--- src/fut_pkg.sv ---
// package: register map, field positions, reset values, code table and states
package fut_pkg;
	localparam int          DATA_W   = 32;
	localparam int          CHK_W    = 7;
	localparam int          NBLK     = 8;
	localparam int          NLOW     = 4;
	localparam int          WORD_W   = 4;
	localparam int          ADDR_W   = 8;

	localparam logic [7:0]  OFS_CTRL = 8'h00;
	localparam logic [7:0]  OFS_WORD = 8'h04;
	localparam logic [7:0]  OFS_SIG0 = 8'h08;
	localparam logic [7:0]  OFS_SIG1 = 8'h0C;
	localparam logic [7:0]  OFS_SEL  = 8'h10;
	localparam logic [7:0]  OFS_LCK1 = 8'h14;
	localparam logic [7:0]  OFS_LCK2 = 8'h18;
	localparam logic [7:0]  OFS_STAT = 8'h1C;
	localparam logic [7:0]  OFS_NV1  = 8'h20;
	localparam logic [7:0]  OFS_NV2  = 8'h24;

	localparam logic [31:0] TEST_PASSWORD = 32'hF9F99999;

	localparam int          BIT_TE   = 31;
	localparam int          BIT_ME   = 5;
	localparam int          BIT_ML   = 4;
	localparam int          BIT_EE   = 3;
	localparam int          BIT_LS   = 2;
	localparam int          BIT_ST   = 1;
	localparam int          BIT_DN   = 0;
	localparam int          SYN_LSB  = 16;

	localparam logic [7:0]  LCK1_RST = 8'hFF;
	localparam logic [3:0]  LCK2_RST = 4'hF;
	localparam logic [31:0] MISR_TAPS = 32'h00200003;

	// every byte's columns xor to zero, so whole-byte clears keep the check bits
	localparam logic [6:0] ECC_COL [0:31] = '{
		7'h13, 7'h07, 7'h0B, 7'h34, 7'h23, 7'h1C, 7'h38, 7'h2C,
		7'h43, 7'h45, 7'h4A, 7'h4C, 7'h19, 7'h29, 7'h52, 7'h62,
		7'h51, 7'h61, 7'h16, 7'h26, 7'h0D, 7'h15, 7'h2A, 7'h32,
		7'h25, 7'h54, 7'h31, 7'h64, 7'h0E, 7'h1A, 7'h58, 7'h68};

	typedef enum logic [4:0] {
		ST_INIT  = 5'b00001,
		ST_IDLE  = 5'b00010,
		ST_SCAN  = 5'b00100,
		ST_DRAIN = 5'b01000,
		ST_ECC   = 5'b10000
	} fut_state_t;
endpackage : fut_pkg

--- src/fut_ctrl.sv ---
// user test, ECC check and modify-lock control with an APB register slave
// Functional notes
// RULE_01 - margin reads touch only blocks that are selected and not locked
// RULE_02 - margin level bit 0 biases against zeros, 1 against ones
// RULE_03 - locked blocks skipped; signature registers hold the checksum
// RULE_04 - writing the password to test control sets test enable
// RULE_05 - software enables, selects, sets margin, level, start, then polls done
// RULE_06 - software should keep linear sequence bit at 1 for margin reads
// RULE_07 - clearing start while busy aborts; done rises when abort ends
// RULE_08 - software ends margin read by clearing start, margin enable, level
// RULE_09 - ECC check drives forced word and syndrome, captures into signature
// RULE_10 - software writes word, syndrome, select, start, polls done, clears start
// RULE_11 - while done low, gated registers read indeterminate and ignore writes
// RULE_12 - every 32-bit word carries 7 check bits, single fix double detect
// RULE_13 - all-ones 39-bit codeword decodes as valid with no error
// RULE_14 - all-zero 39-bit codeword reports a double error
// RULE_15 - whole-byte clears of an erased word keep check bits 7F
// RULE_16 - the enhanced flag sequence also keeps check bits 7F
// RULE_17 - nonvolatile lock images load into volatile locks once after reset
// RULE_18 - volatile lock registers reset to the locked state
// RULE_19 - nonvolatile lock bits go 1 to 0 once only, delivered all ones
// RULE_20 - primary lock has one software bit per low and mid block
// RULE_21 - secondary lock applies to low blocks only
// RULE_22 - array reads during a test set the read-while-write error
// RULE_23 - control bits: enable 31, margin 5, level 4, ECC 3, start 1, done 0
//
// Chosen here: the register addresses and the APB interface to the registers.
`timescale 1ns/1ps
module fut_ctrl
	import fut_pkg::*;
(
	input  wire logic        clk_i,
	input  wire logic        rst_n_i,
	input  wire logic        psel_i,
	input  wire logic        penable_i,
	input  wire logic        pwrite_i,
	input  wire logic [7:0]  paddr_i,
	input  wire logic [31:0] pwdata_i,
	output logic      [31:0] prdata_o,
	output logic             pready_o,
	output logic             pslverr_o,
	output logic             arr_rd_o,
	output logic      [6:0]  arr_addr_o,
	input  wire logic [38:0] arr_rdata_i,
	output logic             margin_active_o,
	output logic             margin_level_o,
	input  wire logic        user_read_i,
	output logic             rww_error_o,
	input  wire logic [7:0]  nv_primary_lock_i,
	input  wire logic [3:0]  nv_secondary_lock_i,
	output logic             nv_prog_o,
	output logic             nv_prog_sec_o,
	output logic      [7:0]  nv_prog_data_o,
	output logic      [7:0]  modify_lock_o,
	output logic             test_busy_o
);
	fut_state_t        state;
	logic              te, me, ml, ee, ls, st, dn;
	logic [6:0]        syn;
	logic [31:0]       word;
	logic [31:0]       sig0, sig1;
	logic [7:0]        sel;
	logic [7:0]        lock1;
	logic [3:0]        lock2;
	logic              rww;
	logic [2:0]        blk;
	logic [WORD_W-1:0] wrd, wrd_rev;
	logic              rd_pend;
	logic [7:0]        lock_eff, elig;
	logic              wr, wr_ctrl, launch, busy, scanning, issue;
	logic [31:0]       rd_val;
	logic              mapped;
	logic [31:0]       ecc_din, dec_data;
	logic [6:0]        ecc_cin, enc_chk, dec_syn;
	logic              dec_single, dec_double;

	////////////////////////////////////////////////////////////////////////////
	assign wr       = psel_i && penable_i && pwrite_i;
	assign wr_ctrl  = wr && (paddr_i == OFS_CTRL);
	assign busy     = !dn;
	assign scanning = (state == ST_SCAN) || (state == ST_DRAIN);
	assign launch   = wr_ctrl && te && pwdata_i[BIT_TE] && pwdata_i[BIT_ST] && !st && dn;
	assign issue    = (state == ST_SCAN) && st && elig[blk];

	genvar g;
	for (g = 0; g < NBLK; g++) begin : g_blk
		if (g < NLOW) begin : g_low
			assign lock_eff[g] = lock1[g] | lock2[g]; // RULE_21
		end else begin : g_mid
			assign lock_eff[g] = lock1[g]; // RULE_20
		end
		assign elig[g] = sel[g] & ~lock_eff[g]; // RULE_01
	end

	for (g = 0; g < WORD_W; g++) begin : g_rev
		assign wrd_rev[g] = wrd[WORD_W-1-g];
	end

	////////////////////////////////////////////////////////////////////////////
	// control register; gated fields only move while done is high
	always_ff @(posedge clk_i or negedge rst_n_i) begin
		if (!rst_n_i) begin
			te  <= 1'b0;
			me  <= 1'b0;
			ml  <= 1'b0;
			ee  <= 1'b0;
			ls  <= 1'b0;
			st  <= 1'b0;
			syn <= 7'h00;
		end else if (wr_ctrl) begin
			if (!te) begin
				if (pwdata_i == TEST_PASSWORD) te <= 1'b1; // RULE_04
			end else if (!pwdata_i[BIT_TE]) begin
				te <= 1'b0;
				st <= 1'b0;
				if (!busy) {me, ml, ee, ls} <= 4'h0; // RULE_11
				if (!busy) syn <= 7'h00;
			end else begin
				st <= pwdata_i[BIT_ST]; // RULE_07
				if (!busy) begin // RULE_11
					me  <= pwdata_i[BIT_ME]; // RULE_23
					ml  <= pwdata_i[BIT_ML]; // RULE_02
					ee  <= pwdata_i[BIT_EE];
					ls  <= pwdata_i[BIT_LS];
					syn <= pwdata_i[SYN_LSB +: CHK_W];
				end
			end
		end
	end

	////////////////////////////////////////////////////////////////////////////
	// sequencer: scan of eligible blocks or one forced ECC evaluation
	always_ff @(posedge clk_i or negedge rst_n_i) begin
		if (!rst_n_i) begin
			state   <= ST_INIT;
			dn      <= 1'b1;
			blk     <= 3'h0;
			wrd     <= '0;
			rd_pend <= 1'b0;
			arr_rd_o   <= 1'b0;
			arr_addr_o <= 7'h00;
		end else begin
			rd_pend  <= arr_rd_o && scanning && st;
			arr_rd_o <= issue;
			if (issue) arr_addr_o <= {blk, ls ? wrd : wrd_rev};
			case (state)
				ST_INIT: begin
					state <= ST_IDLE;
				end
				ST_IDLE: begin
					if (launch) begin
						dn    <= 1'b0;
						blk   <= 3'h0;
						wrd   <= '0;
						state <= pwdata_i[BIT_EE] ? ST_ECC : ST_SCAN;
					end
				end
				ST_SCAN: begin
					if (!st) begin
						dn    <= 1'b1; // RULE_07
						state <= ST_IDLE;
					end else if (!elig[blk] || (wrd == '1)) begin // RULE_03
						wrd <= '0;
						if (blk == 3'(NBLK - 1)) state <= ST_DRAIN;
						else blk <= blk + 3'h1;
					end else begin
						wrd <= wrd + 1'b1;
					end
				end
				ST_DRAIN: begin
					if (!st || (!arr_rd_o && !rd_pend)) begin
						dn    <= 1'b1;
						state <= ST_IDLE;
					end
				end
				ST_ECC: begin
					dn    <= 1'b1;
					state <= ST_IDLE;
				end
				default: begin
					state <= ST_IDLE;
				end
			endcase
		end
	end

	assign margin_active_o = scanning && me;
	assign margin_level_o  = ml;
	assign test_busy_o     = busy;

	////////////////////////////////////////////////////////////////////////////
	// codec sees the forced inputs only during the ECC check
	assign ecc_din = (state == ST_ECC) ? word : arr_rdata_i[31:0];
	assign ecc_cin = (state == ST_ECC) ? syn : arr_rdata_i[38:32];

	fut_ecc u_ecc (
		.data_i   (ecc_din),
		.check_i  (ecc_cin),
		.data_o   (dec_data),
		.check_o  (enc_chk),
		.syn_o    (dec_syn),
		.single_o (dec_single),
		.double_o (dec_double)
	);

	// signatures: seedable while idle, accumulate raw data and flags while scanning
	always_ff @(posedge clk_i or negedge rst_n_i) begin
		if (!rst_n_i) begin
			sig0 <= 32'h0000_0000;
			sig1 <= 32'h0000_0000;
		end else if (state == ST_ECC) begin
			sig0 <= dec_data; // RULE_09
			sig1 <= {16'h0000, enc_chk, dec_double, dec_single, dec_syn};
		end else if (rd_pend && scanning) begin
			sig0 <= {sig0[30:0], 1'b0} ^ (sig0[31] ? MISR_TAPS : 32'h0) ^ arr_rdata_i[31:0];
			sig1 <= {sig1[30:0], 1'b0} ^ (sig1[31] ? MISR_TAPS : 32'h0)
				^ {23'h0, dec_double, dec_single, arr_rdata_i[38:32]}; // RULE_03
		end else if (wr && dn) begin
			if (paddr_i == OFS_SIG0) sig0 <= pwdata_i;
			if (paddr_i == OFS_SIG1) sig1 <= pwdata_i;
		end
	end

	////////////////////////////////////////////////////////////////////////////
	always_ff @(posedge clk_i or negedge rst_n_i) begin
		if (!rst_n_i) begin
			word <= 32'h0000_0000;
			sel  <= 8'h00;
		end else if (wr) begin
			if ((paddr_i == OFS_WORD) && dn) word <= pwdata_i; // RULE_11
			if (paddr_i == OFS_SEL) sel <= pwdata_i[7:0];
		end
	end

	// locks start locked; the nonvolatile image is taken once on leaving init
	always_ff @(posedge clk_i or negedge rst_n_i) begin
		if (!rst_n_i) begin
			lock1 <= LCK1_RST; // RULE_18
			lock2 <= LCK2_RST; // RULE_18
		end else if (state == ST_INIT) begin
			lock1 <= nv_primary_lock_i; // RULE_17
			lock2 <= nv_secondary_lock_i; // RULE_17
		end else if (wr) begin
			if (paddr_i == OFS_LCK1) lock1 <= pwdata_i[7:0]; // RULE_20
			if (paddr_i == OFS_LCK2) lock2 <= pwdata_i[3:0]; // RULE_21
		end
	end

	assign modify_lock_o = lock_eff;

	// one-time cells can only lose ones, so the request is anded with the image
	always_ff @(posedge clk_i or negedge rst_n_i) begin
		if (!rst_n_i) begin
			nv_prog_o      <= 1'b0;
			nv_prog_sec_o  <= 1'b0;
			nv_prog_data_o <= 8'hFF;
		end else begin
			nv_prog_o <= wr && ((paddr_i == OFS_NV1) || (paddr_i == OFS_NV2));
			if (wr && (paddr_i == OFS_NV1)) begin
				nv_prog_sec_o  <= 1'b0;
				nv_prog_data_o <= nv_primary_lock_i & pwdata_i[7:0]; // RULE_19
			end else if (wr && (paddr_i == OFS_NV2)) begin
				nv_prog_sec_o  <= 1'b1;
				nv_prog_data_o <= {4'hF, nv_secondary_lock_i & pwdata_i[3:0]}; // RULE_19
			end
		end
	end

	// set beats a same-cycle write-one-to-clear
	always_ff @(posedge clk_i or negedge rst_n_i) begin
		if (!rst_n_i) begin
			rww <= 1'b0;
		end else if (user_read_i && busy) begin
			rww <= 1'b1; // RULE_22
		end else if (wr && (paddr_i == OFS_STAT) && pwdata_i[0]) begin
			rww <= 1'b0;
		end
	end

	assign rww_error_o = rww;

	////////////////////////////////////////////////////////////////////////////
	// gated fields read as zero while busy; that stands in for indeterminate data
	always_comb begin
		rd_val = 32'h0000_0000;
		mapped = 1'b1;
		case (paddr_i)
			OFS_CTRL: begin
				rd_val[BIT_TE] = te;
				rd_val[BIT_ST] = st;
				rd_val[BIT_DN] = dn;
				if (dn) begin
					rd_val[BIT_ME] = me;
					rd_val[BIT_ML] = ml;
					rd_val[BIT_EE] = ee;
					rd_val[BIT_LS] = ls;
					rd_val[SYN_LSB +: CHK_W] = syn;
				end
			end
			OFS_WORD: rd_val = dn ? word : 32'h0000_0000; // RULE_11
			OFS_SIG0: rd_val = dn ? sig0 : 32'h0000_0000;
			OFS_SIG1: rd_val = dn ? sig1 : 32'h0000_0000;
			OFS_SEL:  rd_val[7:0] = sel;
			OFS_LCK1: rd_val[7:0] = lock1;
			OFS_LCK2: rd_val[3:0] = lock2;
			OFS_STAT: rd_val[0] = rww;
			OFS_NV1:  rd_val[7:0] = nv_primary_lock_i;
			OFS_NV2:  rd_val[3:0] = nv_secondary_lock_i;
			default:  mapped = 1'b0;
		endcase
	end

	always_ff @(posedge clk_i or negedge rst_n_i) begin
		if (!rst_n_i) prdata_o <= 32'h0000_0000;
		else if (psel_i && !penable_i && !pwrite_i) prdata_o <= rd_val;
	end

	assign pready_o  = 1'b1;
	assign pslverr_o = psel_i && penable_i && !mapped;

	////////////////////////////////////////////////////////////////////////////
	a_pw_enable: assert property (@(posedge clk_i) disable iff (!rst_n_i) // RULE_04
		(wr_ctrl && !te && pwdata_i == TEST_PASSWORD) |=> te)
		else $error("password write did not enable test mode");

	a_locked_skip: assert property (@(posedge clk_i) disable iff (!rst_n_i) // RULE_01
		arr_rd_o |-> elig[arr_addr_o[6:4]] || !st)
		else $error("array read issued to an ineligible block");

	a_margin_level: assert property (@(posedge clk_i) disable iff (!rst_n_i) // RULE_02
		(arr_rd_o && me) |-> margin_active_o && (margin_level_o == ml))
		else $error("margin read without margin bias");

	a_abort_done: assert property (@(posedge clk_i) disable iff (!rst_n_i) // RULE_07
		(scanning && !st) |=> dn && (state == ST_IDLE))
		else $error("abort did not raise done");

	a_gate_word: assert property (@(posedge clk_i) disable iff (!rst_n_i) // RULE_11
		(busy && wr && paddr_i == OFS_WORD) |=> $stable(word))
		else $error("word input changed while busy");

	a_ecc_capture: assert property (@(posedge clk_i) disable iff (!rst_n_i) // RULE_09
		(launch && pwdata_i[BIT_EE]) |=> ##1 (sig0 == $past(dec_data)) && dn)
		else $error("forced ECC result not captured");

	a_erased_ok: assert property (@(posedge clk_i) disable iff (!rst_n_i) // RULE_13
		(state != ST_ECC && arr_rdata_i == '1) |-> !dec_single && !dec_double)
		else $error("erased word flagged as error");

	a_zero_dbl: assert property (@(posedge clk_i) disable iff (!rst_n_i) // RULE_14
		(state != ST_ECC && arr_rdata_i == '0) |-> dec_double)
		else $error("all-zero word not a double error");

	a_nv_load: assert property (@(posedge clk_i) disable iff (!rst_n_i) // RULE_17
		(state == ST_INIT) |=> lock1 == $past(nv_primary_lock_i))
		else $error("volatile lock not loaded from image");

	a_nv_oneway: assert property (@(posedge clk_i) disable iff (!rst_n_i) // RULE_19
		(nv_prog_o && !nv_prog_sec_o) |-> (nv_prog_data_o & ~$past(nv_primary_lock_i)) == 8'h00)
		else $error("one-time lock bit would go 0 to 1");

	a_rww_set: assert property (@(posedge clk_i) disable iff (!rst_n_i) // RULE_22
		(user_read_i && busy) |=> rww_error_o)
		else $error("read during test did not flag error");
endmodule : fut_ctrl

--- src/fut_ecc.sv ---
// SEC-DED codec for one 32-bit word with 7 check bits
`timescale 1ns/1ps
module fut_ecc
	import fut_pkg::*;
(
	input  wire logic [31:0] data_i,
	input  wire logic [6:0]  check_i,
	output logic      [31:0] data_o,
	output logic      [6:0]  check_o,
	output logic      [6:0]  syn_o,
	output logic             single_o,
	output logic             double_o
);
	logic [31:0] flip;
	logic        hit;
	logic        chk_err;
	logic        zero_word;

	genvar j;
	genvar i;
	////////////////////////////////////////////////////////////////////////////
	// each row has even weight, so the inverted parity gives 7F for all ones
	for (j = 0; j < CHK_W; j++) begin : g_chk
		logic p;
		always_comb begin
			p = 1'b0;
			for (int k = 0; k < DATA_W; k++) begin
				p = p ^ (data_i[k] & ECC_COL[k][j]);
			end
		end
		assign check_o[j] = ~p; // RULE_12 RULE_15 RULE_16
	end

	for (i = 0; i < DATA_W; i++) begin : g_fix
		assign flip[i] = (syn_o == ECC_COL[i]);
	end

	////////////////////////////////////////////////////////////////////////////
	assign syn_o     = check_o ^ check_i;
	assign zero_word = (data_i == 32'h0000_0000) && (check_i == 7'h00);
	assign hit       = |flip;
	assign chk_err   = $onehot(syn_o);
	assign data_o    = zero_word ? data_i : (data_i ^ flip); // RULE_12
	assign single_o  = !zero_word && (hit || chk_err); // RULE_13
	assign double_o  = zero_word || ((syn_o != 7'h00) && !hit && !chk_err); // RULE_14
endmodule : fut_ecc

--- config.mk ---
export PLATFORM = sky130hd
export DESIGN_NAME = fut_ctrl
export DESIGN_NICKNAME = d
export VERILOG_FILES = /design/src/fut_pkg.sv /design/src/fut_ctrl.sv /design/src/fut_ecc.sv
export SDC_FILE = /design/constraint.sdc
export NUM_CORES = 1
export LEC_CHECK = 0
export ABC_AREA = 1
export BUFFER_PORTS_ARGS = -buffer_cell sky130_fd_sc_hd__clkbuf_2
export CAP_MARGIN = 20
export CORE_AREA = 2 2 238 240
export CTS_BUF_LIST = sky130_fd_sc_hd__clkbuf_8
export CTS_CLUSTER_SIZE = 28
export DETAILED_ROUTE_END_ITERATION = 6
export DIE_AREA = 0 0 240 242
export GPL_TIMING_DRIVEN = 0
export HOLD_SLACK_MARGIN = 0.12
export PLACE_DENSITY = 0.42
export SYNTH_ARGS = -nofsm -noshare
export SYNTH_HDL_FRONTEND = slang
export SYNTH_HIERARCHICAL = 1
export SYNTH_SLANG_ARGS = --single-unit
--- constraint.sdc ---
create_clock -name clk_i -period 10.7 [get_ports clk_i]
set_clock_uncertainty 0.2 [all_clocks]
set_input_delay 3.21 -clock clk_i [delete_from_list [all_inputs] [get_ports clk_i]]
set_output_delay 3.21 -clock clk_i [all_outputs]
set_load 0.03 [all_outputs]
-- After elaboration in Yosys (flattened, before gate mapping)
Index checks and enable logic that the tools add are counted.
W data, S select, Z words.
- add/subtract/negate cells: 8
- $lt $le $gt $ge: 1
- eq/ne operators: 58
- muxes and demuxes: 78
- bitwise gates (word level): 120
- reductions and logical operators: 75
- operator list (operator ; count):
    $mux W32 ; 13
    $xor A1 B1 Y1 ; 85
    $eq A7 B7 Y1 const B ; 12
    $eq A7 B6 Y1 const B ; 10
    $xor A32 B22 Y32 ; 2
    $xor A32 B32 Y32 ; 2
    $pmux W8 S3 ; 2
    $mux W22 ; 2
    $eq A7 B5 Y1 const B ; 6
    $mux W8 ; 5
    $mux W7 ; 5
    $eq A32 B32 Y1 const B ; 1
    $eq A8 B5 Y1 const B ; 4
    $logic_not A32 Y1 ; 1
    $mux W4 ; 8
    $reduce_or A32 Y1 ; 1
    $xor A32 B9 Y32 ; 1
    $logic_and A1 B1 Y1 ; 30
    $mux W5 ; 6
    $pmux W7 S4 ; 1
    $pmux W3 S9 ; 1
    $mux W1 ; 22
    $eq A7 B4 Y1 const B ; 3
    $eq A8 B4 Y1 const B ; 2
    49 further kinds ; 115
- register bits: 194
- output and inout port bits: 64
- logic and storage cells: 365

-- Depth between registers and ports, before layout
- depth after elaboration: 27
- mapped depth: 42
- gate-level depth less buffers: 40

-- Modules after synthesis
The synthesis kept the hierarchy.
- modules (own cells, without submodules) (module ; times used ; cells an instance ; area an instance (um^2)):
    fut_ctrl ; 1 ; 1515 ; 11066.9
    fut_ecc ; 1 ; 529 ; 2677.6

-- Least setup slack after synthesis
Ideal clock, no wire load.
- kind: input -> output
- start: input paddr_i[5]
- end: output pslverr_o
- data arrival time: 4.646 ns
- data required time: 7.290 ns
- slack: 2.644 ns
- stages: 6
- path through: inv_1 nand3_1 inv_1 nand2_1 nand3_1 nor4_1
- cells in the longest elaborated chain, start to end: 5
- elaborated cells on any way between the ends: 14
- classes of those cells: eq/ne (9); mux (1); reduce/logical (4)
- ends and longest elaborated chain (element ; line ; RTL):
    start, declared ; fut_ctrl.sv:37 ; input wire logic [7:0] paddr_i,
    $eq A8 B4 Y1 (tied with other cells) ; fut_ctrl.sv:287 ; case (paddr_i)
    $reduce_or A10 Y1 (no line) * ; - ;
    $mux W1 * ; fut_ctrl.sv:287 ;
    $logic_not A1 Y1 * ; fut_ctrl.sv:319 ; assign pslverr_o = psel_i && penable_i && !mapped;
    $logic_and A1 B1 Y1 * ; fut_ctrl.sv:319 ;
    end, declared ; fut_ctrl.sv:41 ; output logic pslverr_o,
Every way passes the cells marked *; elsewhere a longest branch is shown, timed or not.

-- Worst setup path after layout
- start: input arr_rdata_i[7]
- end: register sig1[8]
- cells in the longest elaborated chain, start to end: 24
- elaborated cells on any way between the ends: 88
- classes of those cells: add/sub (5); eq/ne (33); mux (3); bitwise (38); reduce/logical (9)
- ends and longest elaborated chain (element ; line ; RTL):
    start, declared ; fut_ctrl.sv:44 ; input wire logic [38:0] arr_rdata_i,
    $mux W32 * ; fut_ctrl.sv:193 ; assign ecc_din = (state == ST_ECC) ? word : arr_rdata_i[31:0];
    via ecc_din[7] ; fut_ctrl.sv:73 ; logic [31:0] ecc_din, dec_data;
    $xor A1 B1 Y1 * (11 in a row) ; fut_ecc.sv:28 ; p = p ^ (data_i[k] & ECC_COL[k][j]);
    $not A1 Y1 * ; fut_ecc.sv:31 ; assign check_o[j] = ~p;
    via enc_chk[5] ; fut_ctrl.sv:74 ; logic [6:0] ecc_cin, enc_chk, dec_syn;
    $xor A7 B7 Y7 * ; fut_ecc.sv:39 ; assign syn_o = check_o ^ check_i;
    via dec_syn[5] ; fut_ctrl.sv:74 ;
    $add A1 B1 Y2 (not written as such) ; fut_ecc.sv:42 ; assign chk_err = $onehot(syn_o);
    [2 not listed] ; - ;
    $eq A3 B1 Y1 ; fut_ecc.sv:42 ;
    $logic_not A1 Y1 ; fut_ecc.sv:45 ; assign double_o = zero_word || ((syn_o != 7'h00) && !hit && !chk_err);
    $logic_and A1 B1 Y1 * ; fut_ecc.sv:45 ;
    $logic_or A1 B1 Y1 * ; fut_ecc.sv:45 ;
    via dec_double ; fut_ctrl.sv:75 ; logic dec_single, dec_double;
    $xor A32 B9 Y32 ; fut_ctrl.sv:217 ; ^ {23'h0, dec_double, dec_single, arr_rdata_i[38:32]};
    $mux W32 ; fut_ctrl.sv:214 ; end else if (rd_pend && scanning) begin
    $mux W32 * ; fut_ctrl.sv:211 ; end else if (state == ST_ECC) begin
    end signal, assigned ; fut_ctrl.sv:213 ; sig1 <= {16'h0000, enc_chk, dec_double, dec_single, dec_syn};
    end signal, assigned ; fut_ctrl.sv:216 ; sig1 <= {sig1[30:0], 1'b0} ^ (sig1[31] ? MISR_TAPS : 32'h0)
    end signal, assigned ; fut_ctrl.sv:220 ; if (paddr_i == OFS_SIG1) sig1 <= pwdata_i;
    end, declared ; fut_ctrl.sv:61 ; logic [31:0] sig0, sig1;
The timed path passes the listed nets; every way through them passes the cells marked *.
A chain may end at the register's enable or synchronous reset.

==> impl_metrics.json <==
{
  "status": "finished, final reports clean",
  "endpoint": "sig1[8]",
  "synth_cells": 2044,
  "cts_buffers": 17,
  "final.setup.tns_ns": 0,
  "grt_pass1_wl_mm": 93.1,
  "ir_drop_mv": 0.0813,
  "place_inst": 2960,
  "crit_slowest_cell": "o21ai_0",
  "cts_num_sinks": 194,
  "htreeDepth": 4,
  "cp.required_ns": 10.90,
  "max-slew-margin-rel_pct": 22.3,
  "endpoint_kind": "register",
  "synth_flop_cell": "dfrtp_1",
  "rsz0062_at_grt": "no",
  "synthArstFlopShare_pct": 100,
  "power_density_nw_per_um2": 153,
  "setup_viol": 0,
  "synthTopCellsByCount": "701 x nand2_1, 223 x inv_1, 172 x dfrtp_1, 159 x nor2_1, 151 x o21ai_0",
  "grt_usage_pct": 21.9,
  "cp_data_arrival_time_ns": 9.46,
  "grt_pass1_vias": 13900,
  "synth_area_per_cell_sq_um": 6.72,
  "critPathKind": "input pin to register",
  "hold_violations": 0,
  "routedWlPerCell_um": 21.3,
  "cts.repair.resized": 0,
  "io_buffers": 158,
  "overflow": 0,
  "fmax_ghz": 0.108,
  "first_pass_iters": 5,
  "core_area_sq_um": 55700,
  "cts_buffer_depth": 2,
  "flow.area_growth_from_synthesis_pct": 16.0,
  "io_pins": 161,
  "dr_total_vias": 14400,
  "fin_crit_ns": 9.26,
  "drtIter0Drc": 1368,
  "crit_fanout": 4,
  "synthTopCellsByArea": "dfrtp_1 31%, nand2_1 19%, inv_1 6.1%",
  "max_cap_viol_count": 0,
  "synth.yosys.seq_area_share_pct": 35.5,
  "cts_hold_buffers": 0,
  "syn-cell-area_sq_um": 13700,
  "insertion_delay_ns": 0.52,
  "syn_nets": 2159,
  "cts_tree": "done",
  "worst-path-buf-inv": 6,
  "slowest_delay_ns": 0.89,
  "drt-vias-per-instance": 4.80,
  "synth_most_common_cell": "nand2_1",
  "drc_errors": 0,
  "placement_rows": 87,
  "antenna_found_initial": 1,
  "hp-class": "register to register",
  "final_cells": 2994,
  "reg2regPathDepth": 33,
  "place_area_sq_um": 15500,
  "drtAntennaViolNets": 0,
  "rr_endpoint": "sig1[8]",
  "ff2ff_setup_slack_ns": 2.77,
  "grt_max_degree": 100,
  "synth-edff-count": 0,
  "cp.depth": 31,
  "ys_ff_latch": 194,
  "worst_pin_slew_ns": 1.15,
  "yosysTopAreaCell": "dfrtp_1",
  "fin_area_sq_um": 15900,
  "post_cts_buffers": 0,
  "ys_types": 43,
  "path_clk_slew_ns": 0.11,
  "yosysWarnings": 6,
  "r2r-start": "state[0]",
  "setup_slack_ns": 1.44,
  "dieWidth_um": 240,
  "start_util_pct": 24.7,
  "cp-start-kind": "input pin",
  "power_leakage_nw": 8.21,
  "drive_gt1_share_pct": 15.9,
  "nets": 2339,
  "finalCritPeriodShare_pct": 86.5,
  "dieArea_sq_um": 58100,
  "slew_violations": 0,
  "wl_mm": 63.6,
  "place_ws_ns": 0.985,
  "finish.utilization_pct": 28.6,
  "die_h_um": 242,
  "gp_congestion": 0.955,
  "cts-root-buf": "clkbuf_8",
  "synth_top_area_share_pct": 31.3,
  "cp_top_family": "XOR/XNOR gates",
  "hpwl_mm": 52.1,
  "crit_path_start": "arr_rdata_i[7]"
}
## where the power goes
group | internal [W] | switching [W] | leakage [nW]
logic | 0.000318 | 0.000621 | 5.52
clock network | 0.000198 | 0.000319 | 0.194
registers | 0.000875 | 0.000115 | 2.50
total | 0.00139 | 0.00106 | 8.21
## registers in the layout (all words and copies together) (netlist names), 4 cells and up
name,count
prdata_o,32
sig0,32
sel,8
syn,7
lock1,8
wrd,4
word,32
sig1,32
state,5
nv_prog_data_o,8
arr_addr_o,7
lock2,4
## placed cells by master, fill, tap and decap left out, types with 22 or more instances in the layout
master / netlist / layout
a21oi_1: 36 / 36
buf_2: 34 / 34
clkbuf_1: 30 / 30
clkbuf_2: 1 / 158
dfrtp_1: 172 / 172
dfstp_2: 22 / 22
inv_1: 223 / 223
nand2_1: 701 / 701
nand3_1: 126 / 126
nor2_1: 159 / 159
nor2_2: 26 / 26
o21ai_0: 151 / 151
o21ai_1: 50 / 50
xnor2_1: 37 / 37
xor2_1: 50 / 50
## worst reg2reg max path, delay by kind of cell, from the launching register on
| family | cells | cell delay [ns] |
|---|---|---|
| XOR/XNOR | 5 | 1.54 |
| buffers and inverters | 6 | 1.12 |
| AO/OA/AOI/OAI | 3 | 1.13 |
| AND/OR/NAND/NOR | 15 | 1.75 |
| flip-flops | 1 | 0.56 |
| adder cells (fa/ha/maj) | 4 | 1.48 |
## metrics by stage
step	total power [W]	hold WS, ns
2_1_floorplan	0.00160	0.252
3_3_place_gp	0.00192	0.261
3_5_place_dp	0.00193	0.265
4_1_cts	0.00245	0.282
5_1_grt	0.00260	0.290
6_report	0.00245	0.279
## per-layer routing
metal | global-route usage, % | vias to the layer above | share of wire, %
li1 | - | 6866 | -
met4 | 6.34 | 0 | 2.5
met2 | 36.4 | 510 | 48
met1 | 30.1 | 6935 | 45
met3 | 1.85 | 70 | 5.3
met5 | 0 | - | 0
## logic make-up after synthesis
kind of cell / Yosys count / synth area share, %
mux: 16 / 1.29
compound gates: 310 / 12.6
buf+inv: 321 / 9.52
other cells: 2 / 0.0546
fa+ha+maj: 18 / 1.80
flops: 194 / 35.5
xor+xnor: 87 / 5.54
simple gates: 1096 / 33.6
## how the worst min path moves through the flow
stage,startpoint,end,depth (start not counted)
after floorplan,me,me,2
after global placement,nv_prog_sec_o,nv_prog_sec_o,2
after detailed placement,nv_prog_data_o[2],nv_prog_data_o[2],2
after CTS,nv_prog_data_o[2],nv_prog_data_o[2],2
after global routing,nv_prog_data_o[0],nv_prog_data_o[0],2
final,nv_prog_data_o[0],nv_prog_data_o[0],2
## layout make-up
class                           count  area, sq um
Timing Repair Buffer              161          862
Multi-Input combinational cell   1529         7550
Buffer                             82          412
Tap cell                          756          946
Sequential cell                   194         4880
Fill cell                        6349        39800
Antenna cell                        1         2.50
Clock inverter                     14          146
Clock buffer                       18          248
Inverter                          239          897
Power figures use the tool's default switching activity.
